--- src/sat_pkg.sv ---
// Package: constants, register map and carrier types for the trigger select block
// Operation
// - Four independent synchronous-action sets per axis, each fires alone.
// - Code 1 fires set m when compare result m turns true.
// - Compare already true at enable fires at once, then needs false-true again.
// - Compare object and condition are set by a mode command, e.g. greater-equal.
// - Code 2 fires when internal timer expires; timer loaded and started by commands.
// - Codes 3 to 6 fire on drive start, constant entry, constant exit, drive end.
// - Code 7 fires when split-pulse output starts.
// - Code 8 fires when the final split pulse has completed.
// - Code 9 fires on each split pulse reaching its valid level.
// - Code A fires set m on rising edge of input pin m.
// - Input already high at enable does not fire on rising detection.
// - Code B fires set m on falling edge of input pin m.
// - Input already low at enable does not fire on falling detection.
// - Codes C to F qualify pin k edge with level of pin k+4.
// - Fire goes straight to the action logic with no host step.
package sat_pkg;

  localparam int SETS       = 4;
  localparam int CODE_W     = 4;
  localparam int ADDR_W     = 8;

  localparam logic [CODE_W-1:0] FC_NOP      = 4'h0;
  localparam logic [CODE_W-1:0] FC_CMP      = 4'h1;
  localparam logic [CODE_W-1:0] FC_TIMER    = 4'h2;
  localparam logic [CODE_W-1:0] FC_DRV_ST   = 4'h3;
  localparam logic [CODE_W-1:0] FC_CONST_IN = 4'h4;
  localparam logic [CODE_W-1:0] FC_CONST_OUT= 4'h5;
  localparam logic [CODE_W-1:0] FC_DRV_END  = 4'h6;
  localparam logic [CODE_W-1:0] FC_SPL_ST   = 4'h7;
  localparam logic [CODE_W-1:0] FC_SPL_END  = 4'h8;
  localparam logic [CODE_W-1:0] FC_SPL_OUT  = 4'h9;
  localparam logic [CODE_W-1:0] FC_PIN_RISE = 4'hA;
  localparam logic [CODE_W-1:0] FC_PIN_FALL = 4'hB;
  localparam logic [CODE_W-1:0] FC_LO_RISE  = 4'hC;
  localparam logic [CODE_W-1:0] FC_HI_RISE  = 4'hD;
  localparam logic [CODE_W-1:0] FC_LO_FALL  = 4'hE;
  localparam logic [CODE_W-1:0] FC_HI_FALL  = 4'hF;

  // Register byte offsets
  localparam logic [ADDR_W-1:0] REG_FACTOR  = 8'h00;
  localparam logic [ADDR_W-1:0] REG_ENABLE  = 8'h04;
  localparam logic [ADDR_W-1:0] REG_STATUS  = 8'h08;
  localparam logic [ADDR_W-1:0] REG_MASK    = 8'h0C;
  localparam logic [ADDR_W-1:0] REG_PINS    = 8'h10;

  // Field layout: factor code of set m at bits [4m+3:4m]
  localparam int FACTOR_W   = SETS * CODE_W;
  localparam logic [FACTOR_W-1:0] FACTOR_RST = 16'h0000;
  localparam logic [SETS-1:0]     SET_RST    = 4'h0;

  localparam logic [1:0] RESP_OKAY   = 2'h0;
  localparam logic [1:0] RESP_SLVERR = 2'h2;

  // Axis-side events, all one-cycle pulses except cmpTrue
  typedef struct packed {
    logic [SETS-1:0] cmpTrue;
    logic            timerUp;
    logic            drvStart;
    logic            constIn;
    logic            constOut;
    logic            drvEnd;
    logic            splStart;
    logic            splEnd;
    logic            splPulse;
  } sat_axis_ev_t;

  typedef struct packed {
    logic [ADDR_W-1:0] awaddr;
    logic              awvalid;
    logic [31:0]       wdata;
    logic [3:0]        wstrb;
    logic              wvalid;
    logic              bready;
    logic [ADDR_W-1:0] araddr;
    logic              arvalid;
    logic              rready;
  } sat_axi_req_t;

  typedef struct packed {
    logic        awready;
    logic        wready;
    logic [1:0]  bresp;
    logic        bvalid;
    logic        arready;
    logic [31:0] rdata;
    logic [1:0]  rresp;
    logic        rvalid;
  } sat_axi_rsp_t;

endpackage

--- src/sat_trigger_select.sv ---
// Module: four-set activation factor detection with AXI4-Lite registers
module sat_trigger_select
  import sat_pkg::*;
(
  input  wire logic         clk,
  input  wire logic         rst_n,
  input  wire logic         clkEn,
  input  wire sat_axi_req_t axiReq,
  output sat_axi_rsp_t      axiRsp,
  input  wire sat_axis_ev_t axisEv,
  input  wire logic [7:0]   generalInputPin,
  output logic [SETS-1:0]   fireStrobe,
  output logic              irq
);

  typedef struct packed {
    logic [7:0]          pinMeta;
    logic [7:0]          pinSync;
    logic [7:0]          pinPrev;
    logic [SETS-1:0]     cmpPrev;
    logic [FACTOR_W-1:0] factor;
    logic [SETS-1:0]     enable;
    logic [SETS-1:0]     armed;
    logic [SETS-1:0]     fire;
    logic [SETS-1:0]     status;
    logic [SETS-1:0]     mask;
    logic                irq;
    logic [ADDR_W-1:0]   awAddr;
    logic                awHave;
    logic [31:0]         wData;
    logic [3:0]          wStrb;
    logic                wHave;
    sat_axi_rsp_t        rsp;
  } sat_state_t;

  sat_state_t st_q;
  sat_state_t st_d;

  function automatic logic [CODE_W-1:0] codeOf(input logic [FACTOR_W-1:0] f, input int m);
    codeOf = f[m*CODE_W +: CODE_W];
  endfunction

  // Read data of one register word
  function automatic logic [31:0] regRead(input sat_state_t s, input logic [ADDR_W-1:0] a);
    regRead = 32'h0000_0000;
    case (a)
      REG_FACTOR: begin
        regRead = {16'h0000, s.factor};
      end
      REG_ENABLE: begin
        regRead = {28'h0000000, s.enable};
      end
      REG_STATUS: begin
        regRead = {28'h0000000, s.status};
      end
      REG_MASK: begin
        regRead = {28'h0000000, s.mask};
      end
      REG_PINS: begin
        regRead = {24'h000000, s.pinSync};
      end
      default: begin
        regRead = 32'h0000_0000;
      end
    endcase
  endfunction

  function automatic logic knownAddr(input logic [ADDR_W-1:0] a);
    knownAddr = (a == REG_FACTOR) || (a == REG_ENABLE) || (a == REG_STATUS)
             || (a == REG_MASK) || (a == REG_PINS);
  endfunction

  // Rising edge of one synchronised pin
  function automatic logic pinRise(
    input logic [7:0] sync,
    input logic [7:0] prev,
    input int         m
  );
    pinRise = sync[m] && !prev[m];
  endfunction

  // Falling edge of one synchronised pin
  function automatic logic pinFall(
    input logic [7:0] sync,
    input logic [7:0] prev,
    input int         m
  );
    pinFall = !sync[m] && prev[m];
  endfunction

  // Activation condition of one set for its factor code
  function automatic logic factorHit(
    input logic [CODE_W-1:0] code,
    input sat_axis_ev_t      ev,
    input int                m,
    input logic              cmpNew,
    input logic              rise,
    input logic              fall,
    input logic              qual
  );
    factorHit = 1'b0;
    unique case (code)
      FC_NOP: begin
        factorHit = 1'b0;
      end
      FC_CMP: begin
        factorHit = ev.cmpTrue[m] && cmpNew;
      end
      FC_TIMER: begin
        factorHit = ev.timerUp;
      end
      FC_DRV_ST: begin
        factorHit = ev.drvStart;
      end
      FC_CONST_IN: begin
        factorHit = ev.constIn;
      end
      FC_CONST_OUT: begin
        factorHit = ev.constOut;
      end
      FC_DRV_END: begin
        factorHit = ev.drvEnd;
      end
      FC_SPL_ST: begin
        factorHit = ev.splStart;
      end
      FC_SPL_END: begin
        factorHit = ev.splEnd;
      end
      FC_SPL_OUT: begin
        factorHit = ev.splPulse;
      end
      FC_PIN_RISE: begin
        factorHit = rise;
      end
      FC_PIN_FALL: begin
        factorHit = fall;
      end
      FC_LO_RISE: begin
        factorHit = rise && !qual;
      end
      FC_HI_RISE: begin
        factorHit = rise && qual;
      end
      FC_LO_FALL: begin
        factorHit = fall && !qual;
      end
      FC_HI_FALL: begin
        factorHit = fall && qual;
      end
    endcase
  endfunction

  // Sticky flags; an event in the clearing cycle wins
  function automatic logic [SETS-1:0] stickyNext(
    input logic [SETS-1:0] flags,
    input logic [SETS-1:0] clr,
    input logic [SETS-1:0] evt
  );
    stickyNext = (flags & ~clr) | evt;
  endfunction

  // Previous pin sample reloaded for newly enabled sets
  function automatic logic [3:0] seedPrev(
    input logic [3:0] prev,
    input logic [3:0] sync,
    input logic [3:0] newEn
  );
    seedPrev = (prev & ~newEn) | (sync & newEn);
  endfunction

  // Low nibble of a write, zero when byte 0 is not strobed
  function automatic logic [3:0] lowNibble(
    input logic [31:0] data,
    input logic [3:0]  strb
  );
    lowNibble = strb[0] ? data[3:0] : 4'h0;
  endfunction

  // Write response for one address
  function automatic sat_axi_rsp_t writeAnswer(
    input sat_axi_rsp_t      base,
    input logic [ADDR_W-1:0] a
  );
    writeAnswer        = base;
    writeAnswer.bvalid = 1'b1;
    writeAnswer.bresp  = knownAddr(a) ? RESP_OKAY : RESP_SLVERR;
  endfunction

  // Read answer with data and response code
  function automatic sat_axi_rsp_t readAnswer(
    input sat_axi_rsp_t      base,
    input sat_state_t        s,
    input logic [ADDR_W-1:0] a
  );
    readAnswer         = base;
    readAnswer.arready = 1'b1;
    readAnswer.rvalid  = 1'b1;
    readAnswer.rdata   = regRead(s, a);
    readAnswer.rresp   = knownAddr(a) ? RESP_OKAY : RESP_SLVERR;
  endfunction

  always_comb begin
    logic [SETS-1:0] hit;
    logic [SETS-1:0] newEn;
    logic [SETS-1:0] w1c;
    logic            doWrite;
    logic [3:0]      lo;
    logic            rise;
    logic            fall;
    logic            qual;
    hit     = '0;
    newEn   = '0;
    w1c     = '0;
    doWrite = 1'b0;
    lo      = 4'h0;
    rise    = 1'b0;
    fall    = 1'b0;
    qual    = 1'b0;
    st_d    = st_q;

    // Two-stage pin synchroniser
    st_d.pinMeta = generalInputPin;
    st_d.pinSync = st_q.pinMeta;
    st_d.pinPrev = st_q.pinSync;
    st_d.cmpPrev = axisEv.cmpTrue;

    // Factor decode per set
    for (int m = 0; m < SETS; m++) begin
      rise = pinRise(st_q.pinSync, st_q.pinPrev, m);
      fall = pinFall(st_q.pinSync, st_q.pinPrev, m);
      qual = st_q.pinSync[m+4];
      hit[m] = factorHit(codeOf(st_q.factor, m), axisEv, m,
                         st_q.armed[m] || !st_q.cmpPrev[m], rise, fall, qual);
      // Disabled sets never fire
      hit[m] = hit[m] && st_q.enable[m];
    end

    // Armed flag marks first cycle after enable; edges then see seeded prev
    st_d.armed = '0;
    st_d.fire  = hit;

    // AXI write channel capture
    st_d.rsp.awready = 1'b0;
    st_d.rsp.wready  = 1'b0;
    if (!st_q.awHave && axiReq.awvalid && !st_q.rsp.bvalid) begin
      st_d.awHave      = 1'b1;
      st_d.awAddr      = axiReq.awaddr;
      st_d.rsp.awready = 1'b1;
    end
    if (!st_q.wHave && axiReq.wvalid && !st_q.rsp.bvalid) begin
      st_d.wHave      = 1'b1;
      st_d.wData      = axiReq.wdata;
      st_d.wStrb      = axiReq.wstrb;
      st_d.rsp.wready = 1'b1;
    end
    if (st_q.rsp.awready) begin
      st_d.rsp.awready = 1'b0;
    end
    if (st_q.rsp.wready) begin
      st_d.rsp.wready = 1'b0;
    end
    doWrite = st_q.awHave && st_q.wHave && !st_q.rsp.bvalid;
    if (doWrite) begin
      st_d.awHave     = 1'b0;
      st_d.wHave      = 1'b0;
      st_d.rsp = writeAnswer(st_d.rsp, st_q.awAddr);
      lo       = lowNibble(st_q.wData, st_q.wStrb);
      unique case (st_q.awAddr)
        REG_FACTOR: begin
          if (st_q.wStrb[0]) begin
            st_d.factor[7:0] = st_q.wData[7:0];
          end
          if (st_q.wStrb[1]) begin
            st_d.factor[15:8] = st_q.wData[15:8];
          end
        end
        REG_ENABLE: begin
          if (st_q.wStrb[0]) begin
            newEn       = lo & ~st_q.enable;
            st_d.enable = lo;
            st_d.armed  = newEn;
            st_d.pinPrev[3:0] = seedPrev(st_q.pinPrev[3:0], st_q.pinSync[3:0], newEn);
          end
        end
        REG_STATUS: w1c = lo;
        REG_MASK: begin
          if (st_q.wStrb[0]) begin
            st_d.mask = lo;
          end
        end
        default: begin
        end
      endcase
    end
    if (st_q.rsp.bvalid && axiReq.bready) begin
      st_d.rsp.bvalid = 1'b0;
    end

    // AXI read channel
    st_d.rsp.arready = 1'b0;
    if (axiReq.arvalid && !st_q.rsp.rvalid && !st_q.rsp.arready) begin
      st_d.rsp = readAnswer(st_d.rsp, st_q, axiReq.araddr);
    end
    if (st_q.rsp.rvalid && axiReq.rready) begin
      st_d.rsp.rvalid = 1'b0;
    end

    // Sticky status, set wins over clear
    st_d.status = stickyNext(st_q.status, w1c, st_q.fire);
    st_d.irq    = |(st_d.status & st_q.mask);
  end

  always_ff @(posedge clk or negedge rst_n) begin
    if (!rst_n) begin
      st_q.pinMeta <= 8'h00;
      st_q.pinSync <= 8'h00;
      st_q.pinPrev <= 8'h00;
      st_q.cmpPrev <= SET_RST;
      st_q.factor  <= FACTOR_RST;
      st_q.enable  <= SET_RST;
      st_q.armed   <= SET_RST;
      st_q.fire    <= SET_RST;
      st_q.status  <= SET_RST;
      st_q.mask    <= SET_RST;
      st_q.irq     <= 1'b0;
      st_q.awAddr  <= '0;
      st_q.awHave  <= 1'b0;
      st_q.wData   <= 32'h0000_0000;
      st_q.wStrb   <= 4'h0;
      st_q.wHave   <= 1'b0;
      st_q.rsp     <= '0;
    end else if (clkEn) begin
      st_q <= st_d;
    end
  end

  assign axiRsp     = st_q.rsp;
  assign fireStrobe = st_q.fire;
  assign irq        = st_q.irq;

endmodule

--- config.mk ---
export PLATFORM = sky130hd
export DESIGN_NAME = sat_trigger_select
export DESIGN_NICKNAME = d
export VERILOG_FILES = /design/src/sat_pkg.sv /design/src/sat_trigger_select.sv
export SDC_FILE = /design/constraint.sdc
export NUM_CORES = 1
export LEC_CHECK = 0
export BUFFER_PORTS_ARGS = -buffer_cell sky130_fd_sc_hd__buf_4
export CAP_MARGIN = 20
export CORE_AREA = 2 2 163 85
export CTS_CLUSTER_DIAMETER = 50
export CTS_CLUSTER_SIZE = 14
export DETAILED_ROUTE_END_ITERATION = 6
export DIE_AREA = 0 0 165 87
export GPL_TIMING_DRIVEN = 0
export PLACE_DENSITY = 0.75
export SYNTH_ARGS = -nofsm -noshare
export SYNTH_HDL_FRONTEND = slang
export SYNTH_SLANG_ARGS = --single-unit
--- constraint.sdc ---
create_clock -name clk -period 4.6 [get_ports clk]
set_clock_uncertainty 0.15 [all_clocks]
set_input_delay 0.92 -clock clk [delete_from_list [all_inputs] [get_ports clk]]
set_output_delay 0.92 -clock clk [all_outputs]
set_load 0.05 [all_outputs]
==> metrics, run 1 <==
Critical Path End Type flop; Slew HR 0.447; clk_lat worst skew 0.35 ns; period utilisation layout 0.574; sequential fraction of design power 0.487; Achievable Freq 378 MHz; Cell Count Post-Placement 763; Max FO, Critical Path 10; Hold WS 0.335 ns; internal power 1.89 mW; fin nets 678; WL per Instance 18.1 um; Max Cap Viol 0; yosys warns 0; Tmin final 2.64 ns; most frequent cells in the layout buf_4, dfrtp_1, mux2_2; Via Count 4184; combinational power share 0.251; CTS HTree Levels 3; FF-to-FF setup slack 2.28 ns; Layout Utilization 0.531; Final Hold Vio Count 0; Worst Slack Setup Final 1.96 ns; Placed Area 0.00668 mm2; Final setup viols 0; drt first pass iters 5; final WL 14.1 mm; Initial Util 0.437; root buffer cell clkbuf_16; status finished clean; Finished Layout Cells 779; GRT Total Usage 0.208; HP Start axiRsp[9]; DIE HEIGHT 87 um; Peak VDD IR 0.229 mV; Top Ports 126; I/O Buffers 86; Bufs on Longest Clock Path 2; first-pass GRT wire length 22.5 mm; Tightest Pin Transition 0.830 ns; ys flop type dfrtp_1; Syn Area/Cell 11.9 um2; drt via density 5.37; total CTS buffers 9; worst min path class reg2reg; Worst Hold End axiRsp[9]; EDFF count, synth 0; clock network power share 0.261; Place WS 1.61 ns; Cell Rows 30; Syn-to-layout area delta 21.5%; synthesized instance count 483; post-route antenna net violation count 0; CP Launch Type input port; PostCTS Resize Cnt 0; Detailed Place HPWL 10.8 mm; share of layout cells above drive strength 1 0.403; Pleak 3.22 nW; Mapped Area 0.00573 mm2; hold-fix buffers at CTS 0; Final Total Pwr 2.81 mW; Distinct cells, synth 55; initial DRC count 391; Post-synth ARST share 1.00; Die Area 0.0144 mm2; vias in the first global route 4100; PwrDens 404 mW/mm2; Sw Pwr 0.921 mW; Required @ worst endpoint 4.68 ns; Pins Over Slew Limit 0; critical path type in2reg; total grt overflow 0; reg2reg start st_q[79]; RD Place Congestion 0.892; Setup TNS Final 0 ns; most common cell after layout, fill and taps aside buf_4; postcts setup bufs 0; Worst Hold Depth 2; Core ar. 0.0131 mm2; initial antenna violation count 0; RSZ-0062 raised after global routing false; # clock sinks 112; Sw Share 0.328; clock-pin slew on the worst setup and hold paths 0.07 ns; DRC Markers 0; R2R cell count 5; diode count 0; design area 0.00696 mm2; WP data arrival 2.72 ns; pin count of the biggest net entering global routing 70; Seq/Total Area, Yosys 0.489; die width 165 um; Reg2Reg Capture Point st_q[130]; #FFs+latches synth 112; CTS tree done
-- power by group through the flow --
stage               logic (mW)  registers (mW)  clock network [mW]
finish                   0.706            1.37               0.734
detailed placement       0.706            1.38                   0
floorplan                0.533            1.31                   0
CTS                      0.710            1.36               0.750
global placement         0.682            1.37                   0
global route             0.770            1.40               0.797
-- worst max-delay path, cell delays in order --
cell and delay (ns):
buf_2 0.26, buf_1 0.67, clkbuf_1 0.60, nand2_1 0.11, nand2_1 0.10, nand2_1 0.05
-- flip-flops by register name, indices dropped and copies added (netlist names) --
signal	cells
st_d	12
axiRsp	23
st_q	72
irq	1
fireStrobe	4
-- area by class of cell --
| cell class | count | area (um2) |
|---|---|---|
| Fill cell | 1144 | 6140 |
| Timing Repair Buffer | 87 | 673 |
| Clock inverter | 6 | 45.0 |
| Clock buffer | 10 | 229 |
| Buffer | 71 | 450 |
| Tap cell | 176 | 220 |
| Sequential cell | 112 | 2800 |
| Inverter | 8 | 30.0 |
| Multi-Input combinational cell | 309 | 2510 |
-- worst max-delay path by stage --
stage	startpoint	endpoint	cells past startpoint
4_1_cts	clkEn	axiRsp[36]	6
3_5_place_dp	clkEn	axiRsp[36]	6
6_report	clkEn	axiRsp[36]	6
2_1_floorplan	clkEn	st_q[53]	5
5_1_grt	clkEn	axiRsp[36]	6
3_3_place_gp	clkEn	axiRsp[0]	6
-- per-layer routing --
layer	track usage	vias up	wire length, um
met3	0.0557	10	1040
met1	0.314	2088	6990
met5	0	-	0
met4	0.0427	0	119
met2	0.300	143	5970
li1	-	1943	-
-- logic make-up after synthesis --
group / share of synthesized area
AO/OA/AOI/OAI: 0.122
XOR/XNOR: 0.00612
buffers and inverters: 0.0839
flip-flops: 0.489
multiplexers: 0.187
other: 0.000655
AND/OR/NAND/NOR: 0.111
-- Yosys cell counts, drive strengths merged (3+ instances only) --
cell     count  area share
nand2b       7      0.0076
inv          8      0.0052
clkbuf      17       0.011
nand3       10      0.0087
o21ai       37       0.032
o31ai        4       0.015
and3b        7       0.011
dfrtp      112        0.49
nand4        4      0.0044
mux4         7       0.028
nor2         6      0.0039
xnor2        4      0.0061
mux2        74        0.15
a22o        16       0.024
nor2b       19       0.021
nand4b       3      0.0046
o211ai       4      0.0052
a211oi       3      0.0039
buf         54       0.067
nand2       31       0.020
or4          3      0.0039
nor3b        5      0.0066
o221a        3      0.0059
mux2i        8       0.014
o2111ai      4      0.0061
No activity file was read; power rests on OpenSTA's default activity.
==> run 2: changes to the inputs <==
- ABC_AREA: unset -> 1
- CORE_AREA: 2 2 163 85 -> 2 2 166 87
- DIE_AREA: 0 0 165 87 -> 0 0 168 89
- PLACE_DENSITY: 0.75 -> 0.77
- clock period: 4.6 -> 2.1 ns (I/O delays scaled with it)
==> metrics, run 2 <==
status finished clean; # clock sinks 112; Layout Utilization 0.541; Detailed Place HPWL 12.4 mm; clock-pin slew on the worst setup and hold paths 0.08 ns; RSZ-0062 raised after global routing false; Max FO, Critical Path 4; diode count 0; PwrDens 930 mW/mm2; Largest register FFs 72; HP Start axiReq[49]; reg2reg start st_q[86]; sequential fraction of design power 0.449; synthesized instance count 758; WP data arrival 2.05 ns; Slew HR 0.523; Largest Register st_q; post-route antenna net violation count 0; DRC Markers 0; Synth Area in Simple Gates 0.257; Post-synth ARST share 1.00; vias in the first global route 4800; Final setup viols 0; worst min path class in2reg; CP Launch Type flop; Pins Over Slew Limit 0; CTS tree done; fin nets 956; root buffer cell clkbuf_16; Adder-Cell Fraction of Synth Area 0; beginning of the critical path st_q[86]; Tmin final 1.95 ns; #FFs+latches synth 112; Sw Share 0.383; drt first pass iters 5; most frequent cells in the layout nand2_1, buf_4, dfrtp_1; RD Place Congestion 0.914; Setup TNS Final 0 ns; GRT Total Usage 0.225; Max Cap Viol 0; Multi-input gate area 0.00242 mm2; Required @ worst endpoint 2.19 ns; Critical Path End Type flop; Syn Area/Cell 7.83 um2; Synth Area in Compound Gates 0.131; Syn-to-layout area delta 21.4%; xor-xnor portion of the synthesized cell area 0.00885; total CTS buffers 9; I/O Buffers 88; Final Hold Vio Count 0; Yosys top cell by area dfrtp_1; most common cell after layout, fill and taps aside nand2_1; share of layout cells above drive strength 1 0.225; die width 168 um; Peak VDD IR 0.451 mV; most frequent cell after synthesis nand2_1; Via Count 5186; internal power 4.13 mW; drt via density 4.91; initial DRC count 401; EDFF count, synth 0; total grt overflow 0; Initial Util 0.445; Final Total Pwr 6.70 mW; Synth top area share 0.472; Die Area 0.0150 mm2; Bufs on Longest Clock Path 2; ys flop type dfrtp_1; Sw Pwr 2.56 mW; Sequential cell area 0.00280 mm2; Post-synth top cells nand2_1, dfrtp_1, inv_1; yosys warns 0; WL per Instance 15.2 um; critical path type reg2reg; clock network power share 0.251; Tightest Pin Transition 0.716 ns; FILL cells 1262; combinational power share 0.301; Pleak 3.74 nW; period utilisation layout 0.930; Core ar. 0.0133 mm2; mux cell area share after synthesis 0; Top Ports 126; final WL 16.0 mm; first-pass GRT wire length 25.7 mm; pin count of the biggest net entering global routing 59; largest family of logic cells by synthesized area simple AND/OR/NAND/NOR gates; Distinct cells, synth 37; clk_lat worst skew 0.35 ns; DIE HEIGHT 89 um; Achievable Freq 512 MHz; Mapped Area 0.00594 mm2; Synth area leaders dfrtp_1, nand2_1, o21ai_0, buf_4, inv_1; Seq/Total Area, Yosys 0.472; CTS HTree Levels 3; postcts setup bufs 0; Cell Rows 30; initial antenna violation count 0
## run 2: metrics by stage
stage	instances	hold WS [ns]	instance area [um2]	setup WS, ns
floorplan	775	-0.0256	6000	0.609
global placement	1039	0.297	6880	0.112
detailed placement	1040	0.307	6910	0.0974
CTS	1057	0.0941	7200	0.172
global route	1057	0.104	7200	0.0227
finish	1057	0.102	7200	0.147
## run 2: power by group through the flow
stage | logic [mW] | clock network, mW | registers, mW
final | 2.01 | 1.68 | 3.01
after floorplan | 1.46 | 0 | 2.92
after CTS | 2.02 | 1.70 | 2.99
after global placement | 1.95 | 0 | 3.01
after global routing | 2.26 | 1.80 | 3.06
after detailed placement | 2.00 | 0 | 3.03
## run 2: critical path: stages, from the launching register on
cell and delay (ns):
dfrtp_1 0.39, nor2_2 0.14, nand2_2 0.12, nor2_4 0.16
nand3_1 0.16, o21ai_0 0.49, nand2_1 0.09, o21ai_0 0.09
inv_1 0.05
## run 2: cell families (layout without fill, tap and decap cells)
group / after synthesis / count (layout)
other cells: 1 / 18
simple gates: 354 / 354
xor+xnor: 6 / 6
buf+inv: 155 / 261
flops: 112 / 112
compound gates: 130 / 130
## run 2: worst paths after layout
path                        endpoint  slack (ns)  cells past startpoint
min reg2reg                st_q[101]        0.32                      1
min in group asynchronous   st_q[84]        0.52                      2
max in group asynchronous  st_q[127]        0.54                      3
max reg2reg                st_q[130]        0.15                      8
max                        st_q[130]        0.15                      8
min                         st_q[79]        0.10                      3
## run 2: final cells by class
type,instances,area share
Timing Repair Buffer,90,0.0969
Clock inverter,6,0.00782
Sequential cell,112,0.389
Multi-Input combinational cell,508,0.336
Inverter,93,0.0485
Clock buffer,10,0.0318
Buffer,62,0.0592
Tap cell,176,0.0306
## run 2: what timing repair did
item                                   4_1_cts  5_1_grt
hold buffers                                 1        0
endpoints found under the hold margin       54        0
gates resized for setup                      0        0
setup endpoints to repair                    0        0
## run 2: layer usage
metal | wire length, um | vias up | global-route usage
met3 | 1130 | 19 | 0.0478
li1 | - | 2590 | -
met5 | 0 | - | 0
met2 | 6590 | 184 | 0.327
met1 | 8100 | 2393 | 0.340
met4 | 221 | 0 | 0.0593
